$ cat src/hw/fsol_pkg.sv
// package: offsets, field layouts and constants of the security option loader
package fsol_pkg;
  // ****************************************************************
  // register offsets
  // ****************************************************************
  localparam logic [15:0] WORKING_OPTION_OFS = 16'h1821;
  localparam logic [15:0] FLASH_CONFIG_OFS = 16'h1823;
  localparam logic [15:0] WORKING_PROTECTION_OFS = 16'h1824;
  localparam logic [15:0] SECURITY_STATUS_OFS = 16'h1828;
  localparam logic [15:0] KEY_BASE_OFS = 16'hffb0;
  localparam logic [15:0] STORED_PROTECTION_OFS = 16'hffbd;
  localparam logic [15:0] STORED_OPTION_OFS = 16'hffbf;
  // ****************************************************************
  // field positions and values
  // ****************************************************************
  localparam int KEY_ENABLE_POS = 7;
  localparam int VECTOR_REDIRECT_POS = 6;
  localparam int KEY_ACCESS_POS = 5;
  localparam int PROTECT_DISABLE_POS = 0;
  localparam logic [1:0] SECURITY_FIELD_UNSECURED = 2'h2;
  localparam logic [7:0] OPTION_RW_MASK = 8'hc3;
  localparam logic [7:0] CONFIG_RW_MASK = 8'h20;
  localparam int KEY_BYTES = 8;
  localparam logic [7:0] CMD_BLANK_CHECK = 8'h05;
  localparam logic [7:0] CMD_MASS_ERASE = 8'h41;
  localparam logic [7:0] RESET_BYTE = 8'h00;
  localparam logic [7:0] UNMAPPED_READ = 8'h00;
  localparam int LOAD_WORDS = 10;

  // ****************************************************************
  // carriers
  // ****************************************************************
  typedef struct packed {
    logic [15:0] addr;
    logic [7:0] wdata;
    logic wr;
    logic rd;
  } fsol_bus_t;

  typedef struct packed {
    logic [15:0] addr;
    logic rd;
  } fsol_nv_req_t;

  typedef enum {
    LD_IDLE,
    LD_READ,
    LD_DONE
  } fsol_load_state_t;
endpackage

$ cat src/hw/fsol_nv_loader.sv
// reset-time copier of stored option, protection and key bytes
module fsol_nv_loader (
  input wire logic SYS_CLK_I,
  input wire logic RST_I,
  output fsol_pkg::fsol_nv_req_t nv_req_o,
  input wire logic [7:0] nv_rdata_i,
  output logic load_busy_o,
  output logic [7:0] prot_o,
  output logic [7:0] opt_o,
  output logic [63:0] key_o
);
  // ****************************************************************
  // sequencer
  // ****************************************************************
  fsol_pkg::fsol_load_state_t state_reg;
  logic [3:0] idx_reg;
  logic [3:0] cap_idx_reg;
  logic cap_reg;
  logic [15:0] addr_sel;

  // index 0..7 key bytes, 8 protection, 9 option
  always_comb begin
    if (idx_reg < 4'(fsol_pkg::KEY_BYTES)) begin
      addr_sel = fsol_pkg::KEY_BASE_OFS + {12'h000, idx_reg};
    end else if (idx_reg == 4'(fsol_pkg::KEY_BYTES)) begin
      addr_sel = fsol_pkg::STORED_PROTECTION_OFS;
    end else begin
      addr_sel = fsol_pkg::STORED_OPTION_OFS;
    end
  end

  assign nv_req_o.addr = addr_sel;
  assign nv_req_o.rd = (state_reg == fsol_pkg::LD_READ);
  // busy covers the last capture, so working regs never take a stale option byte
  assign load_busy_o = (state_reg != fsol_pkg::LD_DONE) || cap_reg;

  always_ff @(posedge SYS_CLK_I) begin
    if (RST_I) begin
      state_reg <= fsol_pkg::LD_IDLE;
      idx_reg <= 4'h0;
    end else begin
      case (state_reg)
        fsol_pkg::LD_IDLE: state_reg <= fsol_pkg::LD_READ;
        fsol_pkg::LD_READ: begin
          if (idx_reg == 4'(fsol_pkg::LOAD_WORDS - 1)) begin
            state_reg <= fsol_pkg::LD_DONE;
          end
          idx_reg <= idx_reg + 4'h1;
        end
        fsol_pkg::LD_DONE: state_reg <= fsol_pkg::LD_DONE;
        default: state_reg <= fsol_pkg::LD_IDLE;
      endcase
    end
  end

  // read data arrive one cycle after the request
  always_ff @(posedge SYS_CLK_I) begin
    if (RST_I) begin
      cap_reg <= 1'b0;
      cap_idx_reg <= 4'h0;
    end else begin
      cap_reg <= nv_req_o.rd;
      cap_idx_reg <= idx_reg;
    end
  end

  always_ff @(posedge SYS_CLK_I) begin
    if (RST_I) begin
      prot_o <= fsol_pkg::RESET_BYTE;
      opt_o <= fsol_pkg::RESET_BYTE;
      key_o <= 64'h0000_0000_0000_0000;
    end else if (cap_reg) begin
      if (cap_idx_reg < 4'(fsol_pkg::KEY_BYTES)) begin
        key_o[cap_idx_reg[2:0]*8 +: 8] <= nv_rdata_i;
      end else if (cap_idx_reg == 4'(fsol_pkg::KEY_BYTES)) begin
        prot_o <= nv_rdata_i;
      end else begin
        opt_o <= nv_rdata_i;
      end
    end
  end
endmodule

$ cat src/hw/fsol_key_compare.sv
// collects eight written key bytes and compares them to the stored key
module fsol_key_compare #(
  parameter int N_BYTES = 8
) (
  input wire logic SYS_CLK_I,
  input wire logic RST_I,
  input wire logic arm_i,
  input wire logic byte_we_i,
  input wire logic [2:0] byte_idx_i,
  input wire logic [7:0] byte_i,
  input wire logic [8*N_BYTES-1:0] stored_key_i,
  output logic all_written_o,
  output logic match_o
);
  // ****************************************************************
  // per-byte capture
  // ****************************************************************
  logic [N_BYTES-1:0] seen_reg;
  logic [N_BYTES-1:0] eq_reg;

  for (genvar g = 0; g < N_BYTES; g++) begin : g_byte
    always_ff @(posedge SYS_CLK_I) begin
      if (RST_I || !arm_i) begin
        seen_reg[g] <= 1'b0;
        eq_reg[g] <= 1'b0;
      end else if (byte_we_i && byte_idx_i == 3'(g)) begin
        seen_reg[g] <= 1'b1;
        eq_reg[g] <= (byte_i == stored_key_i[8*g +: 8]);
      end
    end
  end

  assign all_written_o = &seen_reg;
  assign match_o = (&seen_reg) && (&eq_reg);
endmodule

$ cat src/hw/fsol_top.sv
// flash security option loader: working options, key unlock, erase clear
// Contract
// every reset copies stored protection and option bytes into working registers
// an eight-byte comparison key lives in the stored register area
// key may unlock security only while working key enable bit is 1
// key attempts accepted only from code running in secure memory
// debug accesses can never present or compare the key
// stored key enable of 0 disables key unlocking completely
// with key disabled, only verified mass erase and blank check clears security
// security field value 1:0 is unsecured, all others secure
// blank check 0x05 and mass erase 0x41 commands are recognised
// all eight written bytes must match to unlock until next reset
module fsol_top (
  input wire logic SYS_CLK_I,
  input wire logic RST_I,
  input wire logic [15:0] ADDR_I,
  input wire logic [7:0] WDATA_I,
  input wire logic WR_I,
  input wire logic RD_I,
  output logic [7:0] RDATA_O,
  input wire logic SECURE_CODE_I,
  input wire logic DEBUG_ACCESS_I,
  output logic [15:0] NV_ADDR_O,
  output logic NV_RD_O,
  input wire logic [7:0] NV_RDATA_I,
  input wire logic [7:0] FLASH_CMD_I,
  input wire logic FLASH_CMD_DONE_I,
  input wire logic FLASH_BLANK_I,
  output logic LOAD_BUSY_O,
  output logic SECURE_O,
  output logic KEY_UNLOCKED_O,
  output logic [7:0] PROTECTION_O,
  output logic VECTOR_REDIRECT_DISABLE_O
);
  // ****************************************************************
  // signals
  // ****************************************************************
  fsol_pkg::fsol_bus_t bus;
  fsol_pkg::fsol_nv_req_t nv_req;
  logic load_busy;
  logic [7:0] nv_prot;
  logic [7:0] nv_opt;
  logic [63:0] stored_key;
  logic [7:0] opt_reg;
  logic [7:0] prot_reg;
  logic [7:0] cfg_reg;
  logic load_busy_q_reg;
  logic key_unlocked_reg;
  logic erase_seen_reg;
  logic erase_unlocked_reg;
  logic key_allowed;
  logic key_arm;
  logic key_byte_we;
  logic key_all;
  logic key_match;
  logic in_key_window;
  logic [7:0] rdata_next;

  assign bus.addr = ADDR_I;
  assign bus.wdata = WDATA_I;
  assign bus.wr = WR_I;
  assign bus.rd = RD_I;

  // ****************************************************************
  // reset-time copy of stored bytes
  // ****************************************************************
  fsol_nv_loader u_loader (
    .SYS_CLK_I(SYS_CLK_I),
    .RST_I(RST_I),
    .nv_req_o(nv_req),
    .nv_rdata_i(NV_RDATA_I),
    .load_busy_o(load_busy),
    .prot_o(nv_prot),
    .opt_o(nv_opt),
    .key_o(stored_key)
  );

  assign NV_ADDR_O = nv_req.addr;
  assign NV_RD_O = nv_req.rd;
  assign LOAD_BUSY_O = load_busy;

  // working registers take the stored copies when loading ends
  always_ff @(posedge SYS_CLK_I) begin
    if (RST_I) begin
      load_busy_q_reg <= 1'b1;
    end else begin
      load_busy_q_reg <= load_busy;
    end
  end

  // ****************************************************************
  // working option and protection registers
  // ****************************************************************
  always_ff @(posedge SYS_CLK_I) begin
    if (RST_I) begin
      opt_reg <= fsol_pkg::RESET_BYTE;
    end else if (load_busy_q_reg && !load_busy) begin
      opt_reg <= nv_opt & fsol_pkg::OPTION_RW_MASK;
    end
  end

  // software may write any protection value after load, loosening it as well
  always_ff @(posedge SYS_CLK_I) begin
    if (RST_I) begin
      prot_reg <= fsol_pkg::RESET_BYTE;
    end else if (load_busy_q_reg && !load_busy) begin
      prot_reg <= nv_prot;
    end else if (bus.wr && bus.addr == fsol_pkg::WORKING_PROTECTION_OFS && !load_busy) begin
      prot_reg <= bus.wdata;
    end
  end

  // ****************************************************************
  // key access control
  // ****************************************************************
  // key path only when enabled, secure code, and not from debug
  assign key_allowed = opt_reg[fsol_pkg::KEY_ENABLE_POS]
                       && SECURE_CODE_I && !DEBUG_ACCESS_I;

  always_ff @(posedge SYS_CLK_I) begin
    if (RST_I) begin
      cfg_reg <= fsol_pkg::RESET_BYTE;
    end else if (bus.wr && bus.addr == fsol_pkg::FLASH_CONFIG_OFS && !load_busy) begin
      cfg_reg <= bus.wdata & fsol_pkg::CONFIG_RW_MASK & {8{key_allowed}};
    end else if (!opt_reg[fsol_pkg::KEY_ENABLE_POS]) begin
      cfg_reg <= fsol_pkg::RESET_BYTE;
    end
  end

  assign key_arm = cfg_reg[fsol_pkg::KEY_ACCESS_POS];
  assign in_key_window = (bus.addr[15:3] == fsol_pkg::KEY_BASE_OFS[15:3]);
  // key bytes written into the stored-key window while armed
  assign key_byte_we = bus.wr && in_key_window && key_arm && key_allowed;

  fsol_key_compare #(
    .N_BYTES(fsol_pkg::KEY_BYTES)
  ) u_cmp (
    .SYS_CLK_I(SYS_CLK_I),
    .RST_I(RST_I),
    .arm_i(key_arm),
    .byte_we_i(key_byte_we),
    .byte_idx_i(bus.addr[2:0]),
    .byte_i(bus.wdata),
    .stored_key_i(stored_key),
    .all_written_o(key_all),
    .match_o(key_match)
  );

  // unlock holds until the next reset; wrong key leaves security on
  always_ff @(posedge SYS_CLK_I) begin
    if (RST_I) begin
      key_unlocked_reg <= 1'b0;
    end else if (key_all && key_match && opt_reg[fsol_pkg::KEY_ENABLE_POS]) begin
      key_unlocked_reg <= 1'b1;
    end
  end

  // ****************************************************************
  // mass erase then blank check clears security
  // ****************************************************************
  always_ff @(posedge SYS_CLK_I) begin
    if (RST_I) begin
      erase_seen_reg <= 1'b0;
      erase_unlocked_reg <= 1'b0;
    end else if (FLASH_CMD_DONE_I) begin
      if (FLASH_CMD_I == fsol_pkg::CMD_MASS_ERASE) begin
        erase_seen_reg <= 1'b1;
      end else if (FLASH_CMD_I == fsol_pkg::CMD_BLANK_CHECK) begin
        erase_unlocked_reg <= erase_seen_reg && FLASH_BLANK_I;
      end else begin
        erase_seen_reg <= 1'b0;
      end
    end
  end

  // secure while loading, otherwise unless the field reads unsecured, a key match, or verified erase
  assign SECURE_O = load_busy
                    || ((opt_reg[1:0] != fsol_pkg::SECURITY_FIELD_UNSECURED)
                        && !key_unlocked_reg && !erase_unlocked_reg);
  assign KEY_UNLOCKED_O = key_unlocked_reg;
  assign PROTECTION_O = prot_reg;
  assign VECTOR_REDIRECT_DISABLE_O = opt_reg[fsol_pkg::VECTOR_REDIRECT_POS];

  // ****************************************************************
  // register read port
  // ****************************************************************
  // stored key never reads back, so the compare cannot be bypassed
  always_comb begin
    rdata_next = fsol_pkg::UNMAPPED_READ;
    case (bus.addr)
      fsol_pkg::WORKING_OPTION_OFS: rdata_next = opt_reg;
      fsol_pkg::FLASH_CONFIG_OFS: rdata_next = cfg_reg;
      fsol_pkg::WORKING_PROTECTION_OFS: rdata_next = prot_reg;
      fsol_pkg::STORED_PROTECTION_OFS: rdata_next = nv_prot;
      fsol_pkg::STORED_OPTION_OFS: rdata_next = nv_opt;
      fsol_pkg::SECURITY_STATUS_OFS:
        rdata_next = {5'h00, erase_unlocked_reg, key_unlocked_reg, SECURE_O};
      default: rdata_next = fsol_pkg::UNMAPPED_READ;
    endcase
  end

  always_ff @(posedge SYS_CLK_I) begin
    if (RST_I) begin
      RDATA_O <= fsol_pkg::UNMAPPED_READ;
    end else if (bus.rd) begin
      RDATA_O <= rdata_next;
    end else begin
      RDATA_O <= fsol_pkg::UNMAPPED_READ;
    end
  end
endmodule

$ cat config.mk
export PLATFORM = sky130hd
export DESIGN_NAME = fsol_top
export DESIGN_NICKNAME = d
export VERILOG_FILES = /design/src/hw/fsol_pkg.sv /design/src/hw/fsol_nv_loader.sv /design/src/hw/fsol_key_compare.sv /design/src/hw/fsol_top.sv
export SDC_FILE = /design/constraint.sdc
export NUM_CORES = 1
export LEC_CHECK = 0
export ABC_AREA = 0
export BUFFER_PORTS_ARGS = -buffer_cell sky130_fd_sc_hd__buf_4
export CAP_MARGIN = 25
export CORE_MARGIN = 8
export CORE_UTILIZATION = 30
export CTS_CLUSTER_DIAMETER = 30
export DETAILED_ROUTE_END_ITERATION = 12
export GPL_TIMING_DRIVEN = 1
export PLACE_DENSITY = 0.51
export SLEW_MARGIN = 20
export SYNTH_ARGS = -nofsm -noshare
export SYNTH_HDL_FRONTEND = slang
export SYNTH_SLANG_ARGS = --single-unit
$ cat constraint.sdc
create_clock -name SYS_CLK_I -period 2.7 [get_ports SYS_CLK_I]
set_input_delay 0.405 -clock SYS_CLK_I [delete_from_list [all_inputs] [get_ports SYS_CLK_I]]
set_output_delay 0.405 -clock SYS_CLK_I [all_outputs]
set_load 0.05 [all_outputs]
---- Word-level counts from Yosys, hierarchy flattened ----
Index checks and enable logic that the tools add are counted.
Widths: inputs -> output; s select.
word-level totals
  word-level logic and storage cells ...... 133
  input bits .............................. 48
  register bits ........................... 169
  output and inout port bits .............. 37
operators by class
  eq/ne operators ......................... 35
  $add $sub $neg .......................... 3
  reduce and logical (&&, ||, !) cells .... 43
  shift-type cells ........................ 2
  magnitude comparators ................... 2
  bitwise logic cells ..................... 5
  muxes and demuxes ....................... 12
operators with widths
  kind                     count
  $pmux 32 s3              1
  $bwmux 64                1
  $eq 16x13->1 const B     4
  $eq 32x2->1 const B      2
  $eq 8x8->1               8
  $shift 8x34->64 const A  1
  $shiftx 8x34->64         1
  $pmux 8 s6               1
  $neg 6->34               1
  $eq 16x16->1 const B     2
  $eq 32x1->1 const B      1
  $logic_not 32->1         1
  $mux 32                  1
  $mux 8                   4
  $ne 32x3->1 const B      1
  $logic_and 1x1->1        24
  $mux 16                  1
  $reduce_and 8->1         2
  $eq 13x13->1 const B     1
  $eq 3x3->1 const B       4
  $eq 4x4->1 const B       3
  $add 8x5->9 const A      1
  $reduce_and 3->1         3
  $and 6x8->8              1
  17 further kinds         32

---- Depth between registers and ports, before layout ----
Gate-level depths: netlist of run 1.
  word-level depth ........................ 6
  gate-level depth with buffers ........... 10
  mapped depth without buffers ............ 8

---- Hierarchy ----
A second synthesis of run 1 with hierarchy kept.
second synthesis, totals
  cells, all modules ...................... 764
  area, all modules ....................... 6789.0 µm²
by module, submodules not included
  module            area an instance (µm²)  instances  cells an instance  sequential area each (µm²)
  fsol_nv_loader    4035.1                  1          431                1821.7
  fsol_top          1382.6                  1          165                500.5
  fsol_key_compare  1371.3                  1          168                320.3

---- Worst setup path before layout of run 1 ----
Ideal clock, no wire load.
  kind .................................... register to register
  from .................................... register key_unlocked_reg (netlist: KEY_UNLOCKED_O)
  to ...................................... register RDATA_O[0]
  path buffers ............................ 0
  setup slack ............................. 0.335 ns
  required time ........................... 2.634 ns
  data arrival time ....................... 2.298 ns
  setup time .............................. 0.066 ns
  clock period less this slack ............ 2.365 ns
  cell stages (with the launch flop) ...... 5
  path through ............................ dfxtp_1 o31ai_1 a32o_1 a222oi_1 nor2_1
on the way
  longest elaborated chain between the ends .. 5
RTL lines
  item                            line             text
  from (decl)                     fsol_top.sv:48   logic key_unlocked_reg;
  from (signal assigned)          fsol_top.sv:152  key_unlocked_reg <= 1'b0;
  from (signal assigned)          fsol_top.sv:154  key_unlocked_reg <= 1'b1;
  $logic_not 1->1                 fsol_top.sv:179  && !key_unlocked_reg && !erase_unlocked_reg);
  $logic_and 1x1->1 (2 in a row)  fsol_top.sv:179
  $logic_or 1x1->1                fsol_top.sv:178  || ((opt_reg[1:0] != fsol_pkg::SECURITY_FIELD_UNSECURED)
  net SECURE_O                    fsol_top.sv:30   output logic SECURE_O,
  $pmux 8 s6                      fsol_top.sv:190  case (bus.addr)
  to (signal assigned)            fsol_top.sv:204  RDATA_O <= fsol_pkg::UNMAPPED_READ;
  to (signal assigned)            fsol_top.sv:206  RDATA_O <= rdata_next;
  to (signal assigned)            fsol_top.sv:208  RDATA_O <= fsol_pkg::UNMAPPED_READ;
  to (decl)                       fsol_top.sv:20   output logic [7:0] RDATA_O,
The timed path passes the listed nets, and every way through them passes these cells.
A chain may end at the register's enable or synchronous reset.

---- Worst setup path in the final report of run 1 ----
  from .................................... register u_loader.cap_idx_reg[0]
  to ...................................... register u_loader.key_o[19]
on the way
  longest elaborated chain between the ends .. 3
  elaborated cells between the ends (all ways) .. 6
  those cells by class .................... 1 x add/sub; 1 x order compare; 2 x shift; 1 x mux; 1 x reduce/logical
RTL lines
  item                                                        line                  text
  from (decl)                                                 fsol_nv_loader.sv:17  logic [3:0] cap_idx_reg;
  from (signal assigned)                                      fsol_nv_loader.sv:63  cap_idx_reg <= idx_reg;
  $neg 6->34                                                  fsol_nv_loader.sv:74  key_o[cap_idx_reg[2:0]*8 +: 8] <= nv_rdata_i;
  $shiftx 8x34->64 / $shift 8x34->64 (equally long branches)  fsol_nv_loader.sv:74
  $bwmux 64                                                   fsol_nv_loader.sv:74
  to (signal, indexed assignment)                             fsol_nv_loader.sv:74
  to (decl)                                                   fsol_nv_loader.sv:10  output logic [63:0] key_o
Parallel ways exist; a longest one is shown, timed or not.

==> out/qor.log, run 1 <==
INFO  run_status     run_status=finished, final reports clean
INFO  floorplanning  dieHeight=161um
INFO  global_routing gr-total-overflow=0
INFO  synth          synth_ff_type=dfxtp_1
INFO  sta            setup_viol_count_final=0
INFO  detailed_routing drc=0
INFO  layout         largest-register=u_loader.key_o
INFO  sta            period_minus_slack=2.35ns
INFO  sta            final.period_utilization=0.872
INFO  critical_path  critPathRequiredTime=2.99ns
INFO  synth          yosys_register_bits=132
INFO  critical_path  critical_path_buf_inv_count=2
INFO  sta            hold_viol_final=0
INFO  power          irDropWorstVdd=0.000443V
INFO  clocking       cts_inserted_buffers=17
INFO  critical_path  setup.worst_path.end_class=flop
INFO  global_routing grt_max_degree=79
INFO  layout         max_ffs_per_register=64
INFO  floorplanning  overall_die_area=0.0259mm2
INFO  detailed_routing top_layer=met4
INFO  placed_design  gp_congestion=0.776
INFO  detailed_routing wl_met3=702um
INFO  synth          ys_warn_count=0
INFO  detailed_routing wirelength_met1=8510um
INFO  detailed_routing drt_iter0_drc=213
INFO  critical_path  timing.critical_path.fanout_max=8
INFO  synth          ys_async_sr_fraction=0
INFO  layout         final_common_cell=dfxtp_1
INFO  layout         multi_input_comb_area=0.00343mm2
INFO  clocking       cts_repair_resize_count=0
INFO  power          power=5.27mW
INFO  floorplanning  fp.coreArea=0.0208mm2
INFO  clocking       postCtsSetupRepairBufs=0
INFO  global_routing global_route_wire_length_before_repair=27700um
INFO  worst_hold_path hold_depth=3
INFO  sta            tightest_slew=0.781ns
INFO  layout         diodes=0
INFO  synth          ys_types=57
INFO  clocking       cts.hold.buffers_added=0
INFO  floorplanning  pin_count=85
INFO  sta            timing.max_slew.rel_slack=0.476
INFO  sta            fin_hold_ws=0.280ns
INFO  detailed_routing drt-wirelength-per-cell=16.5um
INFO  synth          post_synthesis_instance_total=683
INFO  clocking       number_of_h_tree_branching_levels=4
INFO  critical_path  critical_path.cell_chain=inv_1, ha_1, ha_1, inv_1, or3_1, mux2i_1, nor2_1
INFO  clocking       cts.sinks=132
INFO  layout         layout_cell_area_excl_fill=0.00768mm2
INFO  floorplanning  rows=53
INFO  sta            maxSlewViolCount=0
INFO  placed_design  port_bufs=72
INFO  layout         fin_nets=814
INFO  global_routing track_usage=0.135
INFO  global_routing first_global_vias=4913
INFO  power          power_per_cell_area=687mW/mm2
INFO  detailed_routing met2_length=7780um
INFO  detailed_routing dr_total_vias=4928
INFO  placed_design  post-dp-hpwl=12400um
INFO  clocking       worstSkewPairLatency=0.41ns
INFO  sta            achievable_frequency=425MHz
INFO  synth          mappedNetlistArea=0.00630mm2
INFO  layout         most_frequent_cells_in_the_layout=132 x dfxtp_1, 116 x nor2_1, 88 x buf_4
INFO  worst_hold_path holdCritPathClass=in -> reg
INFO  critical_path  worstSetupPathType=reg -> reg
INFO  clocking       clk_pin_slew_worst_paths=0.06ns
INFO  detailed_routing first_pass_iteration_count_of_the_detailed_router=4
INFO  critical_path  critical_path_depth=7
INFO  layout         syn2layout_area_growth=21.8%
INFO  placed_design  placed_cells=1013
INFO  detailed_routing postRouteAntennaNets=0
INFO  clocking       tritoncts=built
INFO  global_routing grt_antenna_before_repair=0
INFO  sta            setup_tns=0ns
INFO  power          leakagePower=3.22nW
INFO  synth          synth_enable_flop_cells=0
INFO  layout         layout.cells.non_filler=1042
INFO  critical_path  startpoint_types=flop
INFO  detailed_routing postRouteWirelength=17200um
INFO  layout         layout.filler_cells=2163
INFO  critical_path  cp_delay_by_family_top=adder cells
INFO  placed_design  placedInstanceArea=0.00714mm2
INFO  run            maxCapViolCount=0
INFO  synth          seq_area_frac_synth=0.419
INFO  sta            timing.clock.skew=0.00933ns
INFO  critical_path  slowest_stage=or3_1
INFO  critical_path  slowest_delay=0.62ns
INFO  floorplanning  floorplan_die_width=161um
INFO  critical_path  timing.reg2reg.worst_path_depth=7
INFO  layout         layout.area.seq=0.00264mm2
INFO  sta            unrepaired_setup_endpoints_after_global_routing=no
INFO  synth          synth.avg_cell_area=9.23um2
INFO  detailed_routing post_drt_via_cell_ratio=4.73
INFO  clocking       clockBufferDepth=2
INFO  layout         layout-drive-gt1-share=0.196
INFO  clocking       ctsRootBufferMaster=clkbuf_16
INFO  floorplanning  start_util=0.303
INFO  critical_path  timing.critical_path.arrival=2.64ns
## path summary, 6_finish.rpt
| check | start | end | slack, ns |
|---|---|---|---|
| worst max-delay path | u_loader.cap_idx_reg[0] | u_loader.key_o[19] | 0.35 |
| worst min-delay path | FLASH_CMD_I[2] | erase_seen_reg | 0.28 |
| worst max register to register | u_loader.cap_idx_reg[0] | u_loader.key_o[19] | 0.35 |
| worst min register to register | u_loader.key_o[47] | u_loader.key_o[47] | 0.47 |
## through the flow
step           setup WS [ns]  utilization
5_1_grt                0.198        0.369
3_5_place_dp           0.344        0.343
6_report               0.346        0.369
4_1_cts                0.340        0.369
3_3_place_gp           0.389        0.343
2_1_floorplan          0.335            -
## area by class of cell
type | count | area share
Clock inverter | 5 | 0.00685
Sequential cell | 132 | 0.344
Multi-Input combinational cell | 506 | 0.447
Clock buffer | 24 | 0.0628
Tap cell | 275 | 0.0448
Inverter | 11 | 0.00538
Timing Repair Buffer | 89 | 0.0887
## kinds of logic after synthesis
logic type,after synthesis,synth area share
other cells,2,0.00119
buf+inv,55,0.0419
fa+ha+maj,9,0.0179
simple gates,274,0.230
xor+xnor,67,0.0931
mux,88,0.142
compound gates,56,0.0546
flops,132,0.419
## cells in the mapped netlist (2+ instances only)
library cell | instances | area share
a21oi_1 | 32 | 0.025
a221oi_1 | 2 | 0.0028
a222oi_1 | 3 | 0.0048
a22oi_1 | 7 | 0.0083
and2_1 | 10 | 0.0099
and2b_2 | 2 | 0.0028
and3b_1 | 2 | 0.0028
buf_1 | 5 | 0.0030
buf_2 | 6 | 0.0048
buf_4 | 13 | 0.015
clkbuf_1 | 19 | 0.011
conb_1 | 2 | 0.0012
dfxtp_1 | 132 | 0.42
ha_1 | 9 | 0.018
inv_1 | 11 | 0.0066
mux2_2 | 10 | 0.018
mux2i_1 | 78 | 0.12
nand2_1 | 30 | 0.018
nand2b_1 | 12 | 0.012
nand3_1 | 28 | 0.022
nand3_2 | 2 | 0.0032
nand4_1 | 5 | 0.0050
nand4b_1 | 2 | 0.0028
nor2_1 | 116 | 0.069
nor2_2 | 4 | 0.0040
nor2b_1 | 6 | 0.0060
nor3_1 | 7 | 0.0056
nor4_1 | 26 | 0.026
nor4_4 | 3 | 0.010
o21ai_0 | 3 | 0.0024
o21ai_1 | 2 | 0.0016
or2_2 | 4 | 0.0040
xnor2_1 | 2 | 0.0028
xor2_1 | 65 | 0.090
## per-layer routing
layer / vias to the layer above / track usage
li1: 2468 / -
met1: 2338 / 0.182
met2: 102 / 0.207
met3: 20 / 0.0317
met4: 0 / 0.0446
met5: - / 0
## worst register-to-register path, cell delays in order, from the launching register on
cell and delay, ns:
dfxtp_1 0.38, inv_1 0.12, ha_1 0.26, ha_1 0.44, inv_1 0.13, or3_1 0.62
mux2i_1 0.24, nor2_1 0.05
## power by group
group / internal, mW / leakage, nW / switching [mW]
logic: 0.401 / 1.89 / 0.663
registers: 2.02 / 1.06 / 0.0602
clock network: 1.32 / 0.262 / 0.807
total: 3.74 / 3.22 / 1.53
No activity file was read; power rests on OpenSTA's default activity.
==> run 2, diff against run 1 <==
--- a/config.mk
+++ b/config.mk
@@ -5,7 +5,7 @@
 export SDC_FILE = /design/constraint.sdc
 export NUM_CORES = 1
 export LEC_CHECK = 0
-export ABC_AREA = 0
+export ABC_AREA = 1
 export BUFFER_PORTS_ARGS = -buffer_cell sky130_fd_sc_hd__buf_4
 export CAP_MARGIN = 25
 export CORE_MARGIN = 8
==> out/qor.log, run 2 <==
INFO  run_status     run_status=finished, final reports clean
INFO  critical_path  critPathRequiredTime=3.00ns [about the same]
INFO  power          power_per_cell_area=734mW/mm2 [+6.9%]
INFO  sta            setup_tns=0ns [unchanged]
INFO  sta            timing.max_slew.rel_slack=0.582 [+0.106]
INFO  clocking       number_of_h_tree_branching_levels=4 [unchanged]
INFO  detailed_routing drc=0 [unchanged]
INFO  clocking       clockBufferDepth=2 [unchanged]
INFO  critical_path  timing.rr.end=u_loader.key_o[54]
INFO  clocking       cts_inserted_buffers=17 [unchanged]
INFO  floorplanning  start_util=0.304 [+0.00164]
INFO  synth          synth_top_cell_by_area=dfxtp_1
INFO  clocking       clk_pin_slew_worst_paths=0.06ns [about the same]
INFO  sta            tightest_slew=0.625ns [-0.156 ns]
INFO  layout         syn2layout_area_growth=18.6%
INFO  synth          ys_types=38 [-33%]
INFO  floorplanning  pin_count=85 [unchanged]
INFO  worst_hold_path worstHoldStart=RST_I
INFO  clocking       tritoncts=built
INFO  placed_design  gp_congestion=0.806 [+3.9%]
INFO  placed_design  post-dp-hpwl=14300um [+15%]
INFO  clocking       worstSkewPairLatency=0.42ns [about the same]
INFO  critical_path  timing.reg2reg.worst_path_depth=9 [+2]
INFO  layout         layout.cells.non_filler=1269 [+22%]
INFO  floorplanning  fp.coreArea=0.0225mm2 [+8.1%]
INFO  layout         layout-drive-gt1-share=0.149 [-0.0462]
INFO  detailed_routing first_pass_iteration_count_of_the_detailed_router=4 [unchanged]
INFO  power          power_report.internal_total=3.87mW [+3.4%]
INFO  detailed_routing drt_iter0_drc=500 [+130%]
INFO  power          pwr-share-seq=0.363 [-0.032]
INFO  floorplanning  dieHeight=167um [+3.8%]
INFO  floorplanning  overall_die_area=0.0279mm2 [+7.8%]
INFO  global_routing grt_antenna_before_repair=0 [unchanged]
INFO  detailed_routing top_layer=met4
INFO  worst_hold_path hold_end=opt_reg[0]
INFO  sta            fin_hold_ws=0.249ns [-0.0313 ns]
INFO  layout         diodes=0 [unchanged]
INFO  clocking       ctsRootBufferMaster=clkbuf_16
INFO  worst_hold_path holdCritPathClass=in -> reg
INFO  layout         max_ffs_per_register=64 [unchanged]
INFO  critical_path  timing.critical_path.arrival=2.62ns [-0.02 ns]
INFO  clocking       cts_repair_resize_count=0 [unchanged]
INFO  detailed_routing post_drt_via_cell_ratio=4.79 [+1.3%]
INFO  power          p_sw_frac=0.351 [+0.0607]
INFO  layout         layout.filler_cells=2408 [+11%]
INFO  placed_design  port_bufs=72 [unchanged]
INFO  power          comb_power_share=0.246 [+0.044]
INFO  sta            final.period_utilization=0.857 [-0.0154]
INFO  critical_path  startpoint_types=flop
INFO  critical_path  timing.critical_path.fanout_max=16 [+8]
INFO  synth          post-synth-top-count-cell=dfxtp_1
INFO  synth          ys_warn_count=0 [unchanged]
INFO  layout         fin_nets=1028 [+26%]
INFO  sta            setup_viol_count_final=0 [unchanged]
INFO  synth          synth.avg_cell_area=7.48um2 [-19%]
INFO  synth          ys_async_sr_fraction=0 [unchanged]
INFO  power          power.net_switching=2.09mW [+37%]
INFO  synth          synth_ff_type=dfxtp_1
INFO  global_routing global_route_wire_length_before_repair=31900um [+15%]
INFO  critical_path  setup.worst_path.end_class=flop
INFO  run            maxCapViolCount=0 [unchanged]
INFO  placed_design  placed_cells=1237 [+22%]
INFO  sta            period_minus_slack=2.31ns [-0.0415 ns]
INFO  sta            hold_viol_final=0 [unchanged]
INFO  layout         most_frequent_cells_in_the_layout=132 x dfxtp_1, 131 x nor2_1, 110 x nand2_1
INFO  critical_path  r2r_start=u_loader.cap_idx_reg[0]
INFO  global_routing grt_max_degree=52 [-34%]
INFO  detailed_routing wl_met3=932um [+33%]
INFO  critical_path  worstSetupPathType=reg -> reg
INFO  synth          post_synth_main_area_contributors=dfxtp_1 39%, o21ai_0 7.3%, nor2_1 7.2%, nand2_1 6.0%, xnor2_1 5.4%
INFO  detailed_routing wirelength_met1=10000um [+18%]
INFO  detailed_routing postRouteWirelength=20000um [+16%]
INFO  synth          synth_common_cells=132 x dfxtp_1, 131 x nor2_1, 110 x nand2_1
INFO  sta            timing.clock.skew=0.00872ns [-0.000617 ns]
INFO  sta            unrepaired_setup_endpoints_after_global_routing=no
INFO  synth          post_synthesis_instance_total=915 [+34%]
INFO  global_routing first_global_vias=5810 [+18%]
INFO  synth          yosys.area.top_type_share=0.386 [-0.0334]
INFO  detailed_routing dr_total_vias=6077 [+23%]
INFO  floorplanning  rows=55 [+3.8%]
INFO  detailed_routing met2_length=8640um [+11%]
INFO  detailed_routing postRouteAntennaNets=0 [unchanged]
INFO  synth          yosys_register_bits=132 [unchanged]
INFO  sta            maxSlewViolCount=0 [unchanged]
INFO  detailed_routing drt-wirelength-per-cell=15.7um [-4.7%]
INFO  synth          synth_enable_flop_cells=0 [unchanged]
INFO  clocking       cts.hold.buffers_added=0 [unchanged]
INFO  global_routing gr-total-overflow=0 [unchanged]
INFO  critical_path  reg2reg_setup_slack=0.39ns [+0.04 ns]
INFO  clocking       postCtsSetupRepairBufs=0 [unchanged]
INFO  floorplanning  floorplan_die_width=167um [+3.8%]
INFO  power          irDropWorstVdd=0.000454V [+2.5%]
INFO  sta            achievable_frequency=432MHz [+1.8%]
INFO  power          leakagePower=3.43nW [+6.7%]
INFO  clocking       cts.sinks=132 [unchanged]
INFO  worst_hold_path hold_depth=2 [-1]
INFO  synth          seq_area_frac_synth=0.386 [-0.0334]
INFO  layout         largest-register=u_loader.key_o
INFO  power          clock_power_share=0.391 [-0.012]
INFO  synth          mappedNetlistArea=0.00685mm2 [+8.7%]
INFO  layout         final_common_cell=dfxtp_1
INFO  global_routing track_usage=0.143 [+0.00843]
[run 2: cell count changes in the layout (fill, tap and decap cells not counted), sizes merged, moves of 30 or more]
cell   change
o21ai    +104
nor4      -30
nand2     +82
nand4     +35
mux2i     -78
xor2      -49
inv       +73
nand3     +31
xnor2     +40
[run 2: layout make-up]
| class | instances | area [um2] | share of cell area |
|---|---|---|---|
| clock buffers | 18 | 439 | 0.0541 |
| clock inverters | 14 | 155 | 0.0191 |
| inverters | 87 | 327 | 0.0402 |
| multi-input cells | 648 | 3560 | 0.439 |
| flip-flops and latches | 132 | 2640 | 0.325 |
| well taps | 285 | 357 | 0.0439 |
| repair buffers | 85 | 638 | 0.0786 |
[run 2: cells by family after synthesis]
family	Yosys count	synth area share
simple gates	372	0.252
other cells	2	0.00110
xor+xnor	58	0.0742
compound gates	197	0.171
buf+inv	145	0.0996
fa+ha+maj	9	0.0164
flops	132	0.386
[run 2: worst max path at each step]
| stage | startpoint | slack [ns] | end | depth (start not counted) |
|---|---|---|---|---|
| floorplan | u_loader.cap_idx_reg[0] | 0.60 | u_loader.key_o[38] | 12 |
| global placement | u_loader.cap_idx_reg[0] | 0.42 | u_loader.key_o[54] | 9 |
| detailed placement | u_loader.cap_idx_reg[0] | 0.40 | u_loader.key_o[54] | 9 |
| CTS | u_loader.cap_idx_reg[0] | 0.38 | u_loader.key_o[54] | 9 |
| global route | u_loader.cap_idx_reg[0] | 0.19 | u_loader.key_o[29] | 7 |
| finish | u_loader.cap_idx_reg[0] | 0.39 | u_loader.key_o[54] | 9 |
[run 2: layer usage]
metal | track usage | vias to the layer above
met4 | 0.0439 | 0
met2 | 0.218 | 123
met3 | 0.0418 | 28
met5 | 0 | -
li1 | - | 3147
met1 | 0.192 | 2779
[run 2: worst max-delay path, cell delays in order (launching register included)]
cell      delay (ns)
dfxtp_1         0.34
inv_2           0.11
ha_1            0.26
ha_1            0.34
clkinv_1        0.19
nand2_2         0.13
nor3_4          0.55
nand2_1         0.12
o21ai_1         0.11
nor2_1          0.05
[run 2: per-stage QoR]
stage,total power [mW],worst slack (ns),utilization,instance area [um2]
global placement,3.68,0.423,0.334,7520
floorplan,3.24,0.602,-,6890
detailed placement,3.68,0.398,0.334,7520
CTS,6.02,0.382,0.361,8120
finish,5.96,0.387,0.361,8120
global route,6.25,0.187,0.361,8120
[run 2: power groups by stage]
| stage | registers, mW | clock network (mW) | logic [mW] |
|---|---|---|---|
| final | 2.17 | 2.33 | 1.46 |
| after CTS | 2.17 | 2.38 | 1.47 |
| after global routing | 2.18 | 2.48 | 1.59 |
| after floorplan | 2.31 | 0 | 0.929 |
| after detailed placement | 2.21 | 0 | 1.47 |
| after global placement | 2.21 | 0 | 1.47 |
